<file path="src/hdl/asg_defs.svh">
// Offsets, field positions, reset values and timing counts of the
// status and general configuration register bank.
// Assumes a 25 MHz pclk; included by bare name.
`ifndef ASG_DEFS_SVH
`define ASG_DEFS_SVH
// Status and config are numbered by word index; byte address is four times it
`define ASG_IDX_STATUS 8'h00
`define ASG_IDX_CONFIG 8'h01
`define ASG_OFF_STATUS (`ASG_IDX_STATUS << 2)
`define ASG_OFF_CONFIG (`ASG_IDX_CONFIG << 2)
`define ASG_OFF_IRQ_STATUS 8'h08
`define ASG_OFF_IRQ_MASK 8'h0c
`define ASG_STATUS_RESET 8'h81
`define ASG_CONFIG_RESET 8'h00
`define ASG_ST_FIXED 7
`define ASG_ST_SEQ 6
`define ASG_ST_FUSE 2
`define ASG_ST_CRCIN 1
`define ASG_ST_BROWN 0
`define ASG_CF_REF 7
`define ASG_CF_CRC 6
`define ASG_CF_RANGE 3
`define ASG_CF_FORCE 2
`define ASG_CF_CAL 1
`define ASG_CF_SWRST 0
// Bit 0 only fires the reset pulse, so it is kept out of the store
`define ASG_CONFIG_WMASK 8'hce
`define ASG_IRQ_WIDTH 3
`define ASG_CLK_MHZ 25
`define ASG_CAL_TIME_US 20
`define ASG_CAL_CYCLES (`ASG_CAL_TIME_US * `ASG_CLK_MHZ)
`define ASG_FUSE_LOAD_CYCLES 16
`endif

</file>
<file path="src/hdl/asg_pkg.sv">
// Types shared by the register bank and its fuse-check helper.
// Assumes asg_defs.svh for numeric constants.
package asg_pkg;
    typedef enum logic [1:0] {
        ASG_LD_IDLE = 2'b00,
        ASG_LD_BUSY = 2'b01,
        ASG_LD_DONE = 2'b10
    } asg_load_state_t;
    typedef logic [7:0] asg_byte_t;
endpackage : asg_pkg

</file>
<file path="src/hdl/asg_fuse_check.sv">
// Power-up configuration load timer with CRC verdict capture.
// Loads itself once after power-up; assumes a restart pulse on software reset.
`timescale 1ns/1ps
`include "asg_defs.svh"
module asg_fuse_check (
    input wire logic pclk,
    input wire logic presetn,
    input wire logic ce,
    input wire logic restart,
    input wire logic crc_bad,
    output logic busy,
    output logic fuse_err
);
    import asg_pkg::*;
    asg_load_state_t state_q;
    logic [4:0] cnt_q;
    logic started_q;

    always_ff @(posedge pclk or negedge presetn) begin
        if (!presetn) begin
            state_q <= ASG_LD_IDLE;
            cnt_q <= 5'h00;
            fuse_err <= 1'b0;
            started_q <= 1'b0;
        end else if (ce) begin
            case (state_q)
                ASG_LD_IDLE: begin
                    // Load once after power-up, then only on restart
                    if (restart || !started_q) begin
                        state_q <= ASG_LD_BUSY;
                        cnt_q <= 5'h00;
                        started_q <= 1'b1;
                    end
                end
                ASG_LD_BUSY: begin
                    if (cnt_q == 5'(`ASG_FUSE_LOAD_CYCLES - 1)) begin
                        state_q <= ASG_LD_DONE;
                        fuse_err <= crc_bad;
                    end else begin
                        cnt_q <= cnt_q + 5'h01;
                    end
                end
                ASG_LD_DONE: begin
                    if (restart) begin
                        state_q <= ASG_LD_BUSY;
                        cnt_q <= 5'h00;
                    end
                end
                default: state_q <= ASG_LD_IDLE;
            endcase
        end
    end

    assign busy = (state_q == ASG_LD_BUSY);
endmodule : asg_fuse_check

</file>
<file path="src/hdl/asg_regs.sv">
// Status and general configuration register bank on an APB slave.
// Assumes pins from the converter core arrive asynchronously; all but
// powerup_crc_bad pass a two-flop synchroniser; APB signals are on pclk.
`timescale 1ns/1ps
`include "asg_defs.svh"
module asg_regs #(
    parameter int CAL_CYCLES = `ASG_CAL_CYCLES
) (
    input wire logic pclk,
    input wire logic presetn,
    input wire logic ce,
    input wire logic psel,
    input wire logic penable,
    input wire logic pwrite,
    input wire logic [7:0] paddr,
    input wire logic [31:0] pwdata,
    output logic [31:0] prdata,
    output logic pready,
    output logic pslverr,
    input wire logic sequence_start,
    input wire logic incoming_crc_fail,
    input wire logic brownout_pin,
    input wire logic powerup_crc_bad,
    output logic ref_enable,
    output logic crc_enable,
    output logic range_double,
    output logic force_all_analog,
    output logic calibrating,
    output logic irq
);
    import asg_pkg::*;

    localparam int CW = $clog2(CAL_CYCLES + 1);

    asg_byte_t config_q;
    logic sequencer_running_q;
    logic incoming_crc_error_q;
    logic brownout_flag_q;
    logic powerup_config_crc_error;
    logic fuse_busy;
    logic swrst_q;
    logic [CW-1:0] cal_cnt_q;
    logic [`ASG_IRQ_WIDTH-1:0] irq_stat_q;
    logic [`ASG_IRQ_WIDTH-1:0] irq_mask_q;
    logic [2:0] sync1_q;
    logic [2:0] sync2_q;
    logic [2:0] sync3_q;
    logic seq_s;
    logic crc_fail_s;
    logic brown_s;
    logic crc_fail_rise;
    logic brown_rise;
    logic wr;
    logic rd;
    logic hit_status;
    logic hit_config;
    logic hit_istat;
    logic hit_imask;
    logic wr_allowed;
    logic cal_done;
    logic [`ASG_IRQ_WIDTH-1:0] irq_events;
    asg_byte_t status_view;

    // Three pins from the converter core, two flops before any use; powerup_crc_bad is not synchronised
    always_ff @(posedge pclk or negedge presetn) begin
        if (!presetn) begin
            sync1_q <= 3'h0;
            sync2_q <= 3'h0;
            sync3_q <= 3'h0;
        end else if (ce) begin
            sync1_q <= {sequence_start, incoming_crc_fail, brownout_pin};
            sync2_q <= sync1_q;
            sync3_q <= sync2_q;
        end
    end
    assign seq_s = sync2_q[2];
    assign crc_fail_s = sync2_q[1];
    assign brown_s = sync2_q[0];
    assign crc_fail_rise = sync2_q[1] && !sync3_q[1];
    assign brown_rise = sync2_q[0] && !sync3_q[0];

    // Zero-wait APB slave; every access completes in its access phase
    assign pready = 1'b1;
    assign wr = psel && penable && pwrite;
    assign rd = psel && !penable && !pwrite;
    assign hit_status = (paddr == `ASG_OFF_STATUS);
    assign hit_config = (paddr == `ASG_OFF_CONFIG);
    assign hit_istat = (paddr == `ASG_OFF_IRQ_STATUS);
    assign hit_imask = (paddr == `ASG_OFF_IRQ_MASK);
    assign pslverr = psel && penable &&
        !(hit_status || hit_config || hit_istat || hit_imask);
    // Blocked writes complete without error so the host is not stalled
    assign wr_allowed = !incoming_crc_error_q
        || hit_status || hit_config;

    // Software reset: pulse lasts one cycle, bit never stored visibly
    always_ff @(posedge pclk or negedge presetn) begin
        if (!presetn) begin
            swrst_q <= 1'b0;
        end else if (ce) begin
            swrst_q <= wr && hit_config
                && pwdata[`ASG_CF_SWRST];
        end
    end

    asg_fuse_check u_fuse (
        .pclk(pclk),
        .presetn(presetn),
        .ce(ce),
        .restart(swrst_q),
        .crc_bad(powerup_crc_bad),
        .busy(fuse_busy),
        .fuse_err(powerup_config_crc_error)
    );

    assign cal_done = config_q[`ASG_CF_CAL]
        && (cal_cnt_q == CW'(CAL_CYCLES - 1));

    always_ff @(posedge pclk or negedge presetn) begin
        if (!presetn) begin
            config_q <= `ASG_CONFIG_RESET;
        end else if (ce) begin
            if (swrst_q) begin
                config_q <= `ASG_CONFIG_RESET;
            end else if (wr && hit_config) begin
                // Reserved and reset bits never stored
                config_q <= pwdata[7:0] & `ASG_CONFIG_WMASK;
            end else if (cal_done) begin
                config_q[`ASG_CF_CAL] <= 1'b0;
            end
        end
    end

    always_ff @(posedge pclk or negedge presetn) begin
        if (!presetn) begin
            cal_cnt_q <= '0;
        end else if (ce) begin
            if (!config_q[`ASG_CF_CAL] || cal_done) begin
                cal_cnt_q <= '0;
            end else begin
                cal_cnt_q <= cal_cnt_q + CW'(1);
            end
        end
    end

    always_ff @(posedge pclk or negedge presetn) begin
        if (!presetn) begin
            sequencer_running_q <= 1'b0;
        end else if (ce) begin
            sequencer_running_q <= swrst_q ? 1'b0 : seq_s;
        end
    end

    // Event set wins over a same-cycle write-one clear
    always_ff @(posedge pclk or negedge presetn) begin
        if (!presetn) begin
            incoming_crc_error_q <= 1'b0;
        end else if (ce) begin
            if (crc_fail_s && config_q[`ASG_CF_CRC]) begin
                incoming_crc_error_q <= 1'b1;
            end else if (swrst_q) begin
                incoming_crc_error_q <= 1'b0;
            end else if (wr && hit_status && pwdata[`ASG_ST_CRCIN]) begin
                incoming_crc_error_q <= 1'b0;
            end
        end
    end

    always_ff @(posedge pclk or negedge presetn) begin
        if (!presetn) begin
            brownout_flag_q <= 1'b1;
        end else if (ce) begin
            if (brown_s || swrst_q) begin
                brownout_flag_q <= 1'b1;
            end else if (wr && hit_status && pwdata[`ASG_ST_BROWN]) begin
                brownout_flag_q <= 1'b0;
            end
        end
    end

    assign irq_events = {cal_done, brown_rise,
        crc_fail_rise && config_q[`ASG_CF_CRC]};

    genvar gi;
    generate
        for (gi = 0; gi < `ASG_IRQ_WIDTH; gi++) begin : g_irq
            always_ff @(posedge pclk or negedge presetn) begin
                if (!presetn) begin
                    irq_stat_q[gi] <= 1'b0;
                end else if (ce) begin
                    if (irq_events[gi]) begin
                        irq_stat_q[gi] <= 1'b1;
                    end else if (wr && hit_istat && wr_allowed
                        && pwdata[gi]) begin
                        irq_stat_q[gi] <= 1'b0;
                    end
                end
            end
        end
    endgenerate

    always_ff @(posedge pclk or negedge presetn) begin
        if (!presetn) begin
            irq_mask_q <= '0;
        end else if (ce) begin
            if (wr && hit_imask && wr_allowed) begin
                irq_mask_q <= pwdata[`ASG_IRQ_WIDTH-1:0];
            end
        end
    end

    always_ff @(posedge pclk or negedge presetn) begin
        if (!presetn) begin
            irq <= 1'b0;
        end else if (ce) begin
            irq <= |(irq_stat_q & irq_mask_q);
        end
    end

    always_comb begin
        status_view = 8'h00;
        status_view[`ASG_ST_FIXED] = 1'b1;
        status_view[`ASG_ST_SEQ] = sequencer_running_q;
        status_view[`ASG_ST_FUSE] = powerup_config_crc_error;
        status_view[`ASG_ST_CRCIN] = incoming_crc_error_q;
        status_view[`ASG_ST_BROWN] = brownout_flag_q;
    end

    // Read data captured in the setup phase, valid in the access phase
    always_ff @(posedge pclk or negedge presetn) begin
        if (!presetn) begin
            prdata <= 32'h0000_0000;
        end else if (ce && rd) begin
            prdata <= 32'h0000_0000;
            if (hit_status) begin
                prdata[7:0] <= status_view;
            end else if (hit_config) begin
                prdata[7:0] <= config_q;
            end else if (hit_istat) begin
                prdata[`ASG_IRQ_WIDTH-1:0] <= irq_stat_q;
            end else if (hit_imask) begin
                prdata[`ASG_IRQ_WIDTH-1:0] <= irq_mask_q;
            end
        end
    end

    assign ref_enable = config_q[`ASG_CF_REF];
    assign crc_enable = config_q[`ASG_CF_CRC];
    assign range_double = config_q[`ASG_CF_RANGE];
    assign force_all_analog = config_q[`ASG_CF_FORCE];
    assign calibrating = config_q[`ASG_CF_CAL] | fuse_busy;

    property p_fixed_one;
        @(posedge pclk) disable iff (!presetn)
        status_view[`ASG_ST_FIXED] && (status_view[5:3] == 3'h0);
    endproperty
    a_fixed_one: assert property (p_fixed_one)
        else $error("status bit 7 not one or reserved set");

    property p_seq;
        @(posedge pclk) disable iff (!presetn)
        ce && !swrst_q |=> sequencer_running_q == $past(seq_s);
    endproperty
    a_seq: assert property (p_seq)
        else $error("sequencer status not following start");

    property p_fuse_stable;
        @(posedge pclk) disable iff (!presetn)
        !fuse_busy && !swrst_q ##1 !fuse_busy
            |-> $stable(powerup_config_crc_error);
    endproperty
    a_fuse_stable: assert property (p_fuse_stable)
        else $error("config CRC flag changed without reset");

    property p_crc_clear;
        @(posedge pclk) disable iff (!presetn)
        ce && wr && hit_status && pwdata[`ASG_ST_CRCIN] && !crc_fail_s
            |=> !incoming_crc_error_q;
    endproperty
    a_crc_clear: assert property (p_crc_clear)
        else $error("incoming CRC flag not cleared by write one");

    property p_block;
        @(posedge pclk) disable iff (!presetn)
        ce && wr && hit_imask && incoming_crc_error_q
            |=> $stable(irq_mask_q);
    endproperty
    a_block: assert property (p_block)
        else $error("write passed while CRC error set");

    property p_brown_keep;
        @(posedge pclk) disable iff (!presetn)
        ce && wr && hit_status && !pwdata[`ASG_ST_BROWN]
            && brownout_flag_q |=> brownout_flag_q;
    endproperty
    a_brown_keep: assert property (p_brown_keep)
        else $error("brown-out flag cleared by writing zero");

    property p_swrst;
        @(posedge pclk) disable iff (!presetn)
        ce && swrst_q |=> config_q == `ASG_CONFIG_RESET
            && brownout_flag_q;
    endproperty
    a_swrst: assert property (p_swrst)
        else $error("software reset did not restore defaults");

    property p_cal_end;
        @(posedge pclk) disable iff (!presetn)
        ce && cal_done && !(wr && hit_config) && !swrst_q
            |=> !config_q[`ASG_CF_CAL];
    endproperty
    a_cal_end: assert property (p_cal_end)
        else $error("calibration bit did not self-clear");

    property p_swrst_hidden;
        @(posedge pclk) disable iff (!presetn)
        !config_q[`ASG_CF_SWRST];
    endproperty
    a_swrst_hidden: assert property (p_swrst_hidden)
        else $error("software reset bit held in config");

    property p_upper_zero;
        @(posedge pclk) disable iff (!presetn)
        prdata[31:8] == 24'h000000;
    endproperty
    a_upper_zero: assert property (p_upper_zero)
        else $error("read data above bit 7 not zero");

    property p_istat_block;
        @(posedge pclk) disable iff (!presetn)
        ce && wr && hit_istat && incoming_crc_error_q && !(|irq_events)
            |=> $stable(irq_stat_q);
    endproperty
    a_istat_block: assert property (p_istat_block)
        else $error("interrupt status cleared while CRC error set");

    property p_brown_set;
        @(posedge pclk) disable iff (!presetn)
        ce && (brown_s || swrst_q) |=> brownout_flag_q;
    endproperty
    a_brown_set: assert property (p_brown_set)
        else $error("brown-out flag not set");

    property p_crc_gate;
        @(posedge pclk) disable iff (!presetn)
        ce && !config_q[`ASG_CF_CRC] && !incoming_crc_error_q
            |=> !incoming_crc_error_q;
    endproperty
    a_crc_gate: assert property (p_crc_gate)
        else $error("incoming CRC flag set while CRC disabled");

    c_swrst: cover property (@(posedge pclk) disable iff (!presetn)
        swrst_q);
    c_cal: cover property (@(posedge pclk) disable iff (!presetn)
        cal_done);
    c_crc_err: cover property (@(posedge pclk) disable iff (!presetn)
        incoming_crc_error_q && wr && hit_status);
    c_irq: cover property (@(posedge pclk) disable iff (!presetn)
        irq);
endmodule : asg_regs

</file>
<file path="config.mk">
export PLATFORM = sky130hd
export DESIGN_NAME = asg_regs
export DESIGN_NICKNAME = d
export VERILOG_FILES = /design/src/hdl/asg_pkg.sv /design/src/hdl/asg_fuse_check.sv /design/src/hdl/asg_regs.sv
export VERILOG_INCLUDE_DIRS = /design/src /design/src/hdl
export SDC_FILE = /design/constraint.sdc
export NUM_CORES = 1
export LEC_CHECK = 0
export BUFFER_PORTS_ARGS = -buffer_cell sky130_fd_sc_hd__buf_2
export CAP_MARGIN = 25
export CELL_PAD_IN_SITES_DETAIL_PLACEMENT = 2
export CELL_PAD_IN_SITES_GLOBAL_PLACEMENT = 2
export CORE_MARGIN = 4
export CORE_UTILIZATION = 30
export DETAILED_ROUTE_END_ITERATION = 6
export PLACE_DENSITY_LB_ADDON = 0.1
export SLEW_MARGIN = 30
export SYNTH_ARGS = -nofsm -noshare
export SYNTH_HDL_FRONTEND = slang
export SYNTH_SLANG_ARGS = --single-unit
</file>
<file path="constraint.sdc">
create_clock -name pclk -period 2.65 [get_ports pclk]
set_input_delay 0.3975 -clock pclk [delete_from_list [all_inputs] [get_ports pclk]]
set_output_delay 0.3975 -clock pclk [all_outputs]
set_load 0.01 [all_outputs]
</file>
Yosys cells after proc, flatten, opt, wreduce, memory -nomap -nowiden
Cells that the tools add are included.
{"block": "op_classes", "add_sub_neg": 2, "eq_ne": 11, "mux": 31, "bitwise_logic": 2, "reduce_logical": 62}
{"cell": "1-bit logical AND", "count": 23}
{"cell": "5-bit 2-to-1 mux", "count": 4}
{"cell": "8-bit by 4-bit equality test with 1-bit output (second input constant)", "count": 2}
{"cell": "8-bit 2-to-1 mux", "count": 2}
{"cell": "2-bit AND reduction", "count": 8}
{"cell": "1-bit 2-to-1 mux", "count": 15}
{"cell": "5-bit one-hot mux with 3 select lines", "count": 1}
{"cell": "2-bit nonzero test", "count": 5}
{"cell": "9-bit by 1-bit adder with 9-bit output (second input constant)", "count": 1}
{"cell": "9-bit equality test (second input constant)", "count": 1}
{"cell": "3-bit 2-to-1 mux", "count": 3}
{"cell": "9-bit 2-to-1 mux", "count": 1}
{"cell": "3-bit nonzero test", "count": 3}
{"cell": "8-bit by 3-bit equality test with 1-bit output (second input constant)", "count": 1}
{"cell": "1-bit logical NOT", "count": 8}
{"cell": "8-bit logical NOT", "count": 1}
{"cell": "1-bit logical OR", "count": 8}
{"cell": "2-bit 2-to-1 mux", "count": 3}
{"cell": "6-bit 2-to-1 mux", "count": 1}
{"cell": "2-bit one-hot mux with 3 select lines", "count": 1}
{"cell": "3-bit AND reduction", "count": 2}
{"cell": "5-bit by 1-bit adder with 5-bit output (second input constant)", "count": 1}
{"cell": "5-bit by 4-bit equality test with 1-bit output (second input constant)", "count": 1}
{"cell": "5-bit AND reduction", "count": 1}
{"cell": "other kinds (9)", "count": 11}
{"block": "word_totals", "register_bits": 53, "input_bits": 50, "out_inout_bits": 40, "wordCells": 128}

Longest topological paths before layout
Gate-level depths: netlist of the first run.
{"block": "depth", "depth_word": 7, "depth_mapped": 7, "depth_no_buf": 7}

Modules after synthesis
Synthesis of the first run repeated with hierarchy kept, for this count alone.
{"block": "hier_totals", "cells_unflattened": 235, "hier_area_um2": 2567.5}
{"module": "asg_regs", "n_inst": 1, "cells_per_inst": 194, "area_per_inst_um2": 2122.0, "seq_area_each_um2": 977.2}
{"module": "asg_fuse_check", "n_inst": 1, "cells_per_inst": 41, "area_per_inst_um2": 445.4, "seq_area_each_um2": 225.2}

Worst setup path after synthesis of the first run
No wires, ideal clock.
{"block": "synth_path", "path_type": "reg2reg", "startpoint": "register u_fuse.cnt_q[0]", "endpoint": "register u_fuse.cnt_q[2]", "setup_ns": 0.086, "arrival_ns": 1.798, "required_time_ns": 2.564, "slack_ns": 0.766, "stages_incl_launch_ff": 8, "n_path_buf": 0, "period_less_slack_ns": 1.884, "cell_sequence": "dfrtp_1 ha_1 and3_1 ha_1 o21ai_0 o211ai_1 or3_1 a32oi_1"}
{"block": "synth_via", "elab_chain_len": 3, "elab_cells_between_ends": 6, "cone_classes": "1 x add/sub; 2 x eq/ne; 2 x mux; 1 x reduce/logical"}
{"element": "from (decl)", "line_no": "asg_fuse_check.sv:16", "rtl": "logic [4:0] cnt_q;"}
{"element": "from (signal assigned)", "line_no": "asg_fuse_check.sv:40", "rtl": "cnt_q <= cnt_q + 5'h01;"}
{"element": "5-bit by 1-bit adder with 5-bit output or 5-bit by 4-bit equality test with 1-bit output (tied branches)", "line_no": "asg_fuse_check.sv:40, asg_fuse_check.sv:36"}
{"element": "5-bit 2-to-1 mux or 2-bit != test (tied branches)"}
{"element": "5-bit one-hot mux with 3 select lines or 5-bit AND reduction (tied branches)"}
Parallel ways exist; a longest one is shown, timed or not. The select of a mux whose other input is x is not followed.
A chain may end at the register's enable or synchronous reset.

Worst setup path after layout of the first run
Same ends and word-level chain as after synthesis.

==> results.ini, run 1 <==
[run_status]
status=completed

[synthesis]
synth_top_area_cell=dfrtp_1
synthTopCellsByArea=dfrtp_1, buf_4, mux2_2
yosysMostFrequentCell=dfrtp_1
synth-async-reset-ratio_pct=100
ys_ff_latch=48
synth.top_cells.by_count=dfrtp_1, nand2_1, buf_4, inv_1, nor2_1
synth_edf_count=0
syn-cell-area_mm2=0.00256
synthCells=256
avgSynthCellArea_um2=10.0
netlist-cell-type-count=50
synthFlopType=dfrtp_1
ys_warn_count=0
yosysTopAreaCellShare_pct=45.9
ys_seq_area_share_pct=47.0

[sta]
max_freq_ghz=0.520
slew_headroom_pct=57.7
min_period_ns=1.92
timing.final.hold_violations=0
rsz0062_at_grt=no
setup_viol=0
maxSlewViolCount=0
period_share_pct=72.6
tightest_slew_ns=0.635
finClkSkew_ns=0.00892
setup_tns_ns=0

[place]
portBuffers=36
gp_congestion=0.726
post_dp_cell_area_mm2=0.00275
dpl.hpwl_um=4720

[clocking]
path_clk_slew_ns=0.09
ctsHtreeMaxLevel=2
clockRootBuffer=clkbuf_8
numCtsBuffers=5
cts_resized=0
postCtsHoldBufs=0
clk_path_buf_depth=2
clock_latency_ns=0.31
cts_tree=built
cts_sinks=48
postCtsSetupBuffers=0

[final_layout]
postLayoutCellArea_mm2=0.00288
nNetsFinal=345
seqCellArea_mm2=0.00120
multi_input_area_mm2=0.00115
fill_cells=922
drive_gt1_share_pct=22.5
antenna_cells=0
fin_util_pct=34.8
area_growth_pct=12.3

[detailed_routing]
viasPerCell=4.83
first_pass_iters=4
finalWirelength_um=6340
drt_iter0_drc=28
post-route-drc-count=0
postRouteAntennaNets=0
routed-via-count=1922
route.detailed.wl_per_inst_um=15.9

[floorplanning]
die_x_um=100
core_mm2=0.00826
row_count=33
die_area_mm2=0.0101
initial_core_util_pct=31.0
io-pin-count=90
dieHeight_um=100

[worst_setup_path]
r2r_cells=7
startpoint=u_fuse.cnt_q[0]
startpoint_type=register
r2r_setup_slack_ns=0.73
crit_type=reg -> reg
cp.required_ns=2.87
cp_max_fo=4
worstPathArrival_ns=2.15
rr_endpoint=u_fuse.cnt_q[2]
regToRegStartpoint=u_fuse.cnt_q[0]
end_kind=register

[global_routing]
antenna_found_initial=0
grt_util_all_layers_pct=13.2
grt_first_pass_wirelength_um=10600
grt_pass1_vias=2047
grt_max_degree=49
grt_overflow_total=0

[run]
max-cap-violations=0

[power]
p_per_area_mw_per_mm2=551
p_leak_nw=1.34
ir_worst_vdd_uv=248

[hold_path]
hold_class=in -> async

## per-layer routing
layer  vias to the layer above  global-route usage, %  share of wire [%]
met5                         -                      0                  0
met4                         0                   4.04                1.4
met3                         6                   2.99                5.7
met2                        50                   20.8                 46
met1                       952                   18.1                 47
li1                        914                      -                  -
## metrics by stage
step	std cells	hold WS [ns]	worst slack [ns]	total power, mW
floorplan	281	0.102	0.766	0.969
global placement	390	0.456	0.672	1.02
detailed placement	390	0.461	0.665	1.03
CTS	398	0.215	0.695	1.61
global route	398	0.249	0.533	1.68
finish	398	0.191	0.725	1.58
## critical path: stages (launching register included)
cell,delay (ns)
dfrtp_1,0.41
ha_1,0.21
and3_1,0.14
ha_1,0.19
o21ai_0,0.23
o211ai_1,0.16
or3_1,0.33
a32oi_1,0.16
## cell type report
type	instances	share of cell area, %
Clock inverter	2	1.35
Sequential cell	48	41.8
Clock buffer	6	2.87
Tap cell	105	4.57
Timing Repair Buffer	39	7.05
Multi-Input combinational cell	180	40.0
Inverter	18	2.35
## flip-flops by register name, summed over array words and instances, names as in the netlist
| register | count |
|---|---|
| cal_cnt_q | 9 |
| brownout_flag_q | 1 |
| sync2_q | 3 |
| irq | 1 |
| prdata | 6 |
| u_fuse.fuse_err | 1 |
| config_q | 5 |
| irq_stat_q | 3 |
| swrst_q | 1 |
| irq_mask_q | 3 |
| u_fuse.started_q | 1 |
| sequencer_running_q | 1 |
| sync1_q | 3 |
| sync3_q | 2 |
| u_fuse.cnt_q | 5 |
| u_fuse.state_q | 2 |
| incoming_crc_error_q | 1 |
## worst max-delay path by stage
stage / endpoint / depth (start not counted)
2_1_floorplan: u_fuse.cnt_q[2] / 7
3_3_place_gp: irq_mask_q[2] / 5
3_5_place_dp: prdata[3] / 4
4_1_cts: u_fuse.cnt_q[2] / 7
5_1_grt: u_fuse.cnt_q[2] / 7
6_report: u_fuse.cnt_q[2] / 7
## layout by cell type (no fill, tap or decap), types with 4 or more instances in the layout
cell	synthesis	layout
dfrtp_1	47	47
buf_2	1	36
nand2_1	30	30
conb_1	2	27
inv_1	18	18
nor2_1	15	15
o21ai_0	12	12
mux2_2	10	10
nand3_1	9	9
clkbuf_8	0	6
xnor2_1	5	5
nand4_1	4	4
nor3_1	4	4
o22ai_1	4	4
o221ai_1	4	4
o31ai_1	4	4
a21o_1	4	4
## power breakdown
part	switching, mW	internal, mW
combinational	0.113	0.0756
sequential	0.0382	0.780
clock	0.268	0.309
## cells by family after synthesis
group                      after synthesis  synth area share [%]
buffers and inverters                   53                  11.8
muxes                                   16                  7.87
DFF                                     48                  47.0
other                                    2                 0.293
adders and majority gates                3                  1.47
and+or+nand+nor                         81                  16.9
xor gates and xnor gates                 6                  2.05
AOI/OAI and AO/OA                       47                  12.7
No activity file was read; power rests on OpenSTA's default activity.
==> run 2, diff against run 1 <==
- ABC_AREA: unset -> 1
- CORE_UTILIZATION: 30 -> 25
- clock period: 2.65 -> 1.7 ns (I/O delays scaled with it)
==> run 2 against run 1 <==
  * Combinational power rose by 110%
  * Wire length rose by 18%
  * Fmax rose by 20%
  * Worst setup slack got worse by 0.62 ns
  * Cell area rose by 8.7%
==> results.ini, run 2 <==
[sta]
min_period_ns=1.60
setup_tns_ns=0
finClkSkew_ns=0.00538
setup_viol=0
tightest_slew_ns=0.520
maxSlewViolCount=0
whs_ns=0.145
period_share_pct=94.1
timing.final.hold_violations=0
max_freq_ghz=0.625
slew_headroom_pct=65.4

[place]
dpl.hpwl_um=5800
gp_congestion=0.728
portBuffers=36
post_dp_cell_area_mm2=0.00296

[final_layout]
layout_commonest_cell=nand2_1
reg.largest.list=cal_cnt_q: 9 flops, prdata: 6 flops
area_growth_pct=15.8
regMostFlops=cal_cnt_q
final_cell_mix=nand2_1, dfrtp_1, buf_2, conb_1, nand3_1
largest_reg_flops=9
fin_util_pct=30.0
postLayoutCellArea_mm2=0.00312
fill_cells=1252
drive_gt1_share_pct=24.7
nNetsFinal=428
antenna_cells=0

[synthesis]
synthTopCellsByArea=dfrtp_1, nand2_1, buf_4
synth_compound_area_share_pct=6.54
synth_top_family_by_area=simple AND/OR/NAND/NOR gates
synthSimpleGateAreaFrac_pct=31.6
synth.top_cells.by_count=nand2_1, dfrtp_1, buf_4, nand3_1, nor2_1
synth_fa_ha_area_share_pct=1.39
yosysMostFrequentCell=nand2_1
ys_seq_area_share_pct=44.6
synth-async-reset-ratio_pct=100
synth_top_area_cell=dfrtp_1
synth_edf_count=0
avgSynthCellArea_um2=8.20
ys_ff_latch=48
ys_warn_count=0
synth_xor_area_share_pct=1.30
synthCells=329
netlist-cell-type-count=38
synthFlopType=dfrtp_1
yosysTopAreaCellShare_pct=43.6
muxShareOfSynthArea_pct=0.788
syn-cell-area_mm2=0.00270

[worst_setup_path]
crit_type=reg -> reg
end_kind=register
path_cells=ha_1, nand2_1, nor2_1, ha_2, o21ai_4, nand3_4, nor2_2, a21oi_1
cp.required_ns=1.90
startpoint_type=register
cpPeakStageDelay_ns=0.41
worstPathArrival_ns=1.80
cp_slowest_cell=dfrtp_1
cp_max_fo=5

[detailed_routing]
drt_iter0_drc=38
postRouteAntennaNets=0
route.detailed.wl_per_inst_um=14.6
routed-via-count=2240
viasPerCell=4.38
post-route-drc-count=0
first_pass_iters=4
finalWirelength_um=7450

[floorplanning]
core_mm2=0.0104
initial_core_util_pct=25.9
dieHeight_um=112
row_count=37
die_area_mm2=0.0125
die_x_um=112
io-pin-count=90

[clocking]
clk_path_buf_depth=2
cts_tree=built
ctsHtreeMaxLevel=2
clockRootBuffer=clkbuf_8
cts_sinks=48
path_clk_slew_ns=0.10
clock_latency_ns=0.30
numCtsBuffers=5

[run_status]
status=completed

[power]
ir_worst_vdd_uv=353
p_leak_nw=1.56
p_per_area_mw_per_mm2=772

[global_routing]
grt_overflow_total=0
grt_pass1_vias=2453
antenna_found_initial=0
grt_first_pass_wirelength_um=12300
grt_max_degree=33
grt_util_all_layers_pct=12.1

[hold_path]
hold_class=in -> reg

[run]
max-cap-violations=0

==> run 2: changes by cell type after synthesis, moves of 5 or more <==
cell,delta
a21oi_1,+5
clkbuf_1,-7
inv_2,+12
mux2_2,-10
nand2_1,+67
nand3_1,+15
nand4_1,+6
nor2_1,+6
nor2_4,+5
o21ai_0,-8
o21ai_1,+10
==> run 2: cells by family after synthesis <==
kind of cell | Yosys count
AO/OA/AOI/OAI | 30
XOR/XNOR | 4
adder cells (fa/ha/maj) | 3
buffers and inverters | 65
flip-flops | 48
multiplexers | 2
other | 2
AND/OR/NAND/NOR | 175
==> run 2: worst paths after layout <==
check                                 from               to  slack (ns)  depth (start not counted)
min in group asynchronous          presetn    irq_stat_q[2]        0.46                          2
max                        u_fuse.cnt_q[0]  u_fuse.cnt_q[0]        0.10                          8
min                           brownout_pin       sync1_q[0]        0.15                          3
min reg2reg                     sync1_q[1]       sync1_q[1]        0.48                          2
max reg2reg                u_fuse.cnt_q[0]  u_fuse.cnt_q[0]        0.10                          8
max in group asynchronous          presetn      config_q[3]        0.67                          3
==> run 2: per-stage QoR <==
step | power, mW | worst slack [ns] | std cells
floorplan | 1.51 | 0.222 | 354
global placement | 1.62 | 0.0660 | 499
detailed placement | 1.64 | -0.0569 | 499
CTS | 2.43 | 0.0128 | 511
global route | 2.55 | -0.00704 | 512
finish | 2.41 | 0.101 | 512
==> run 2: routing by layer <==
metal  GRT usage [%]  up-vias  wire, µm
met1            15.6     1099      3460
met3            2.50        8       275
met5               0        -         0
met2            20.7       42      3630
li1                -     1091         -
met4            2.84        0        82
==> run 2: final cells by class <==
type	instances	area [µm²]	area share [%]
multi-input cells	242	1260	40.3
repair buffers	45	275	8.81
well taps	136	170	5.45
flip-flops and latches	48	1200	38.5
clock inverters	1	7.51	0.240
clock buffers	7	86.3	2.76
inverters	33	124	3.96
==> run 2: where the power goes <==
part | internal [mW] | leakage, nW | switching, mW
Combinational | 0.152 | 0.882 | 0.249
Sequential | 1.21 | 0.634 | 0.0521
Clock | 0.332 | 0.0445 | 0.419
Total | 1.69 | 1.56 | 0.721
==> run 2: worst max-delay path, delay by kind of cell, from the launching register on <==
kind,cells,cell delay [ns]
simple gates,4,0.42
fa+ha+maj,2,0.41
flops,1,0.41
compound gates,2,0.24
==> run 2: what timing repair did <==
action / 4_1_cts / 5_1_grt
endpoints found under the setup margin: 5 / 6
resized for setup: 3 / 3
gates cloned: 1 / 0
hold buffers: 1 / 0
endpoints found under the hold margin: 16 / 0
buffers inserted: 2 / 1
pin swaps: 3 / 1
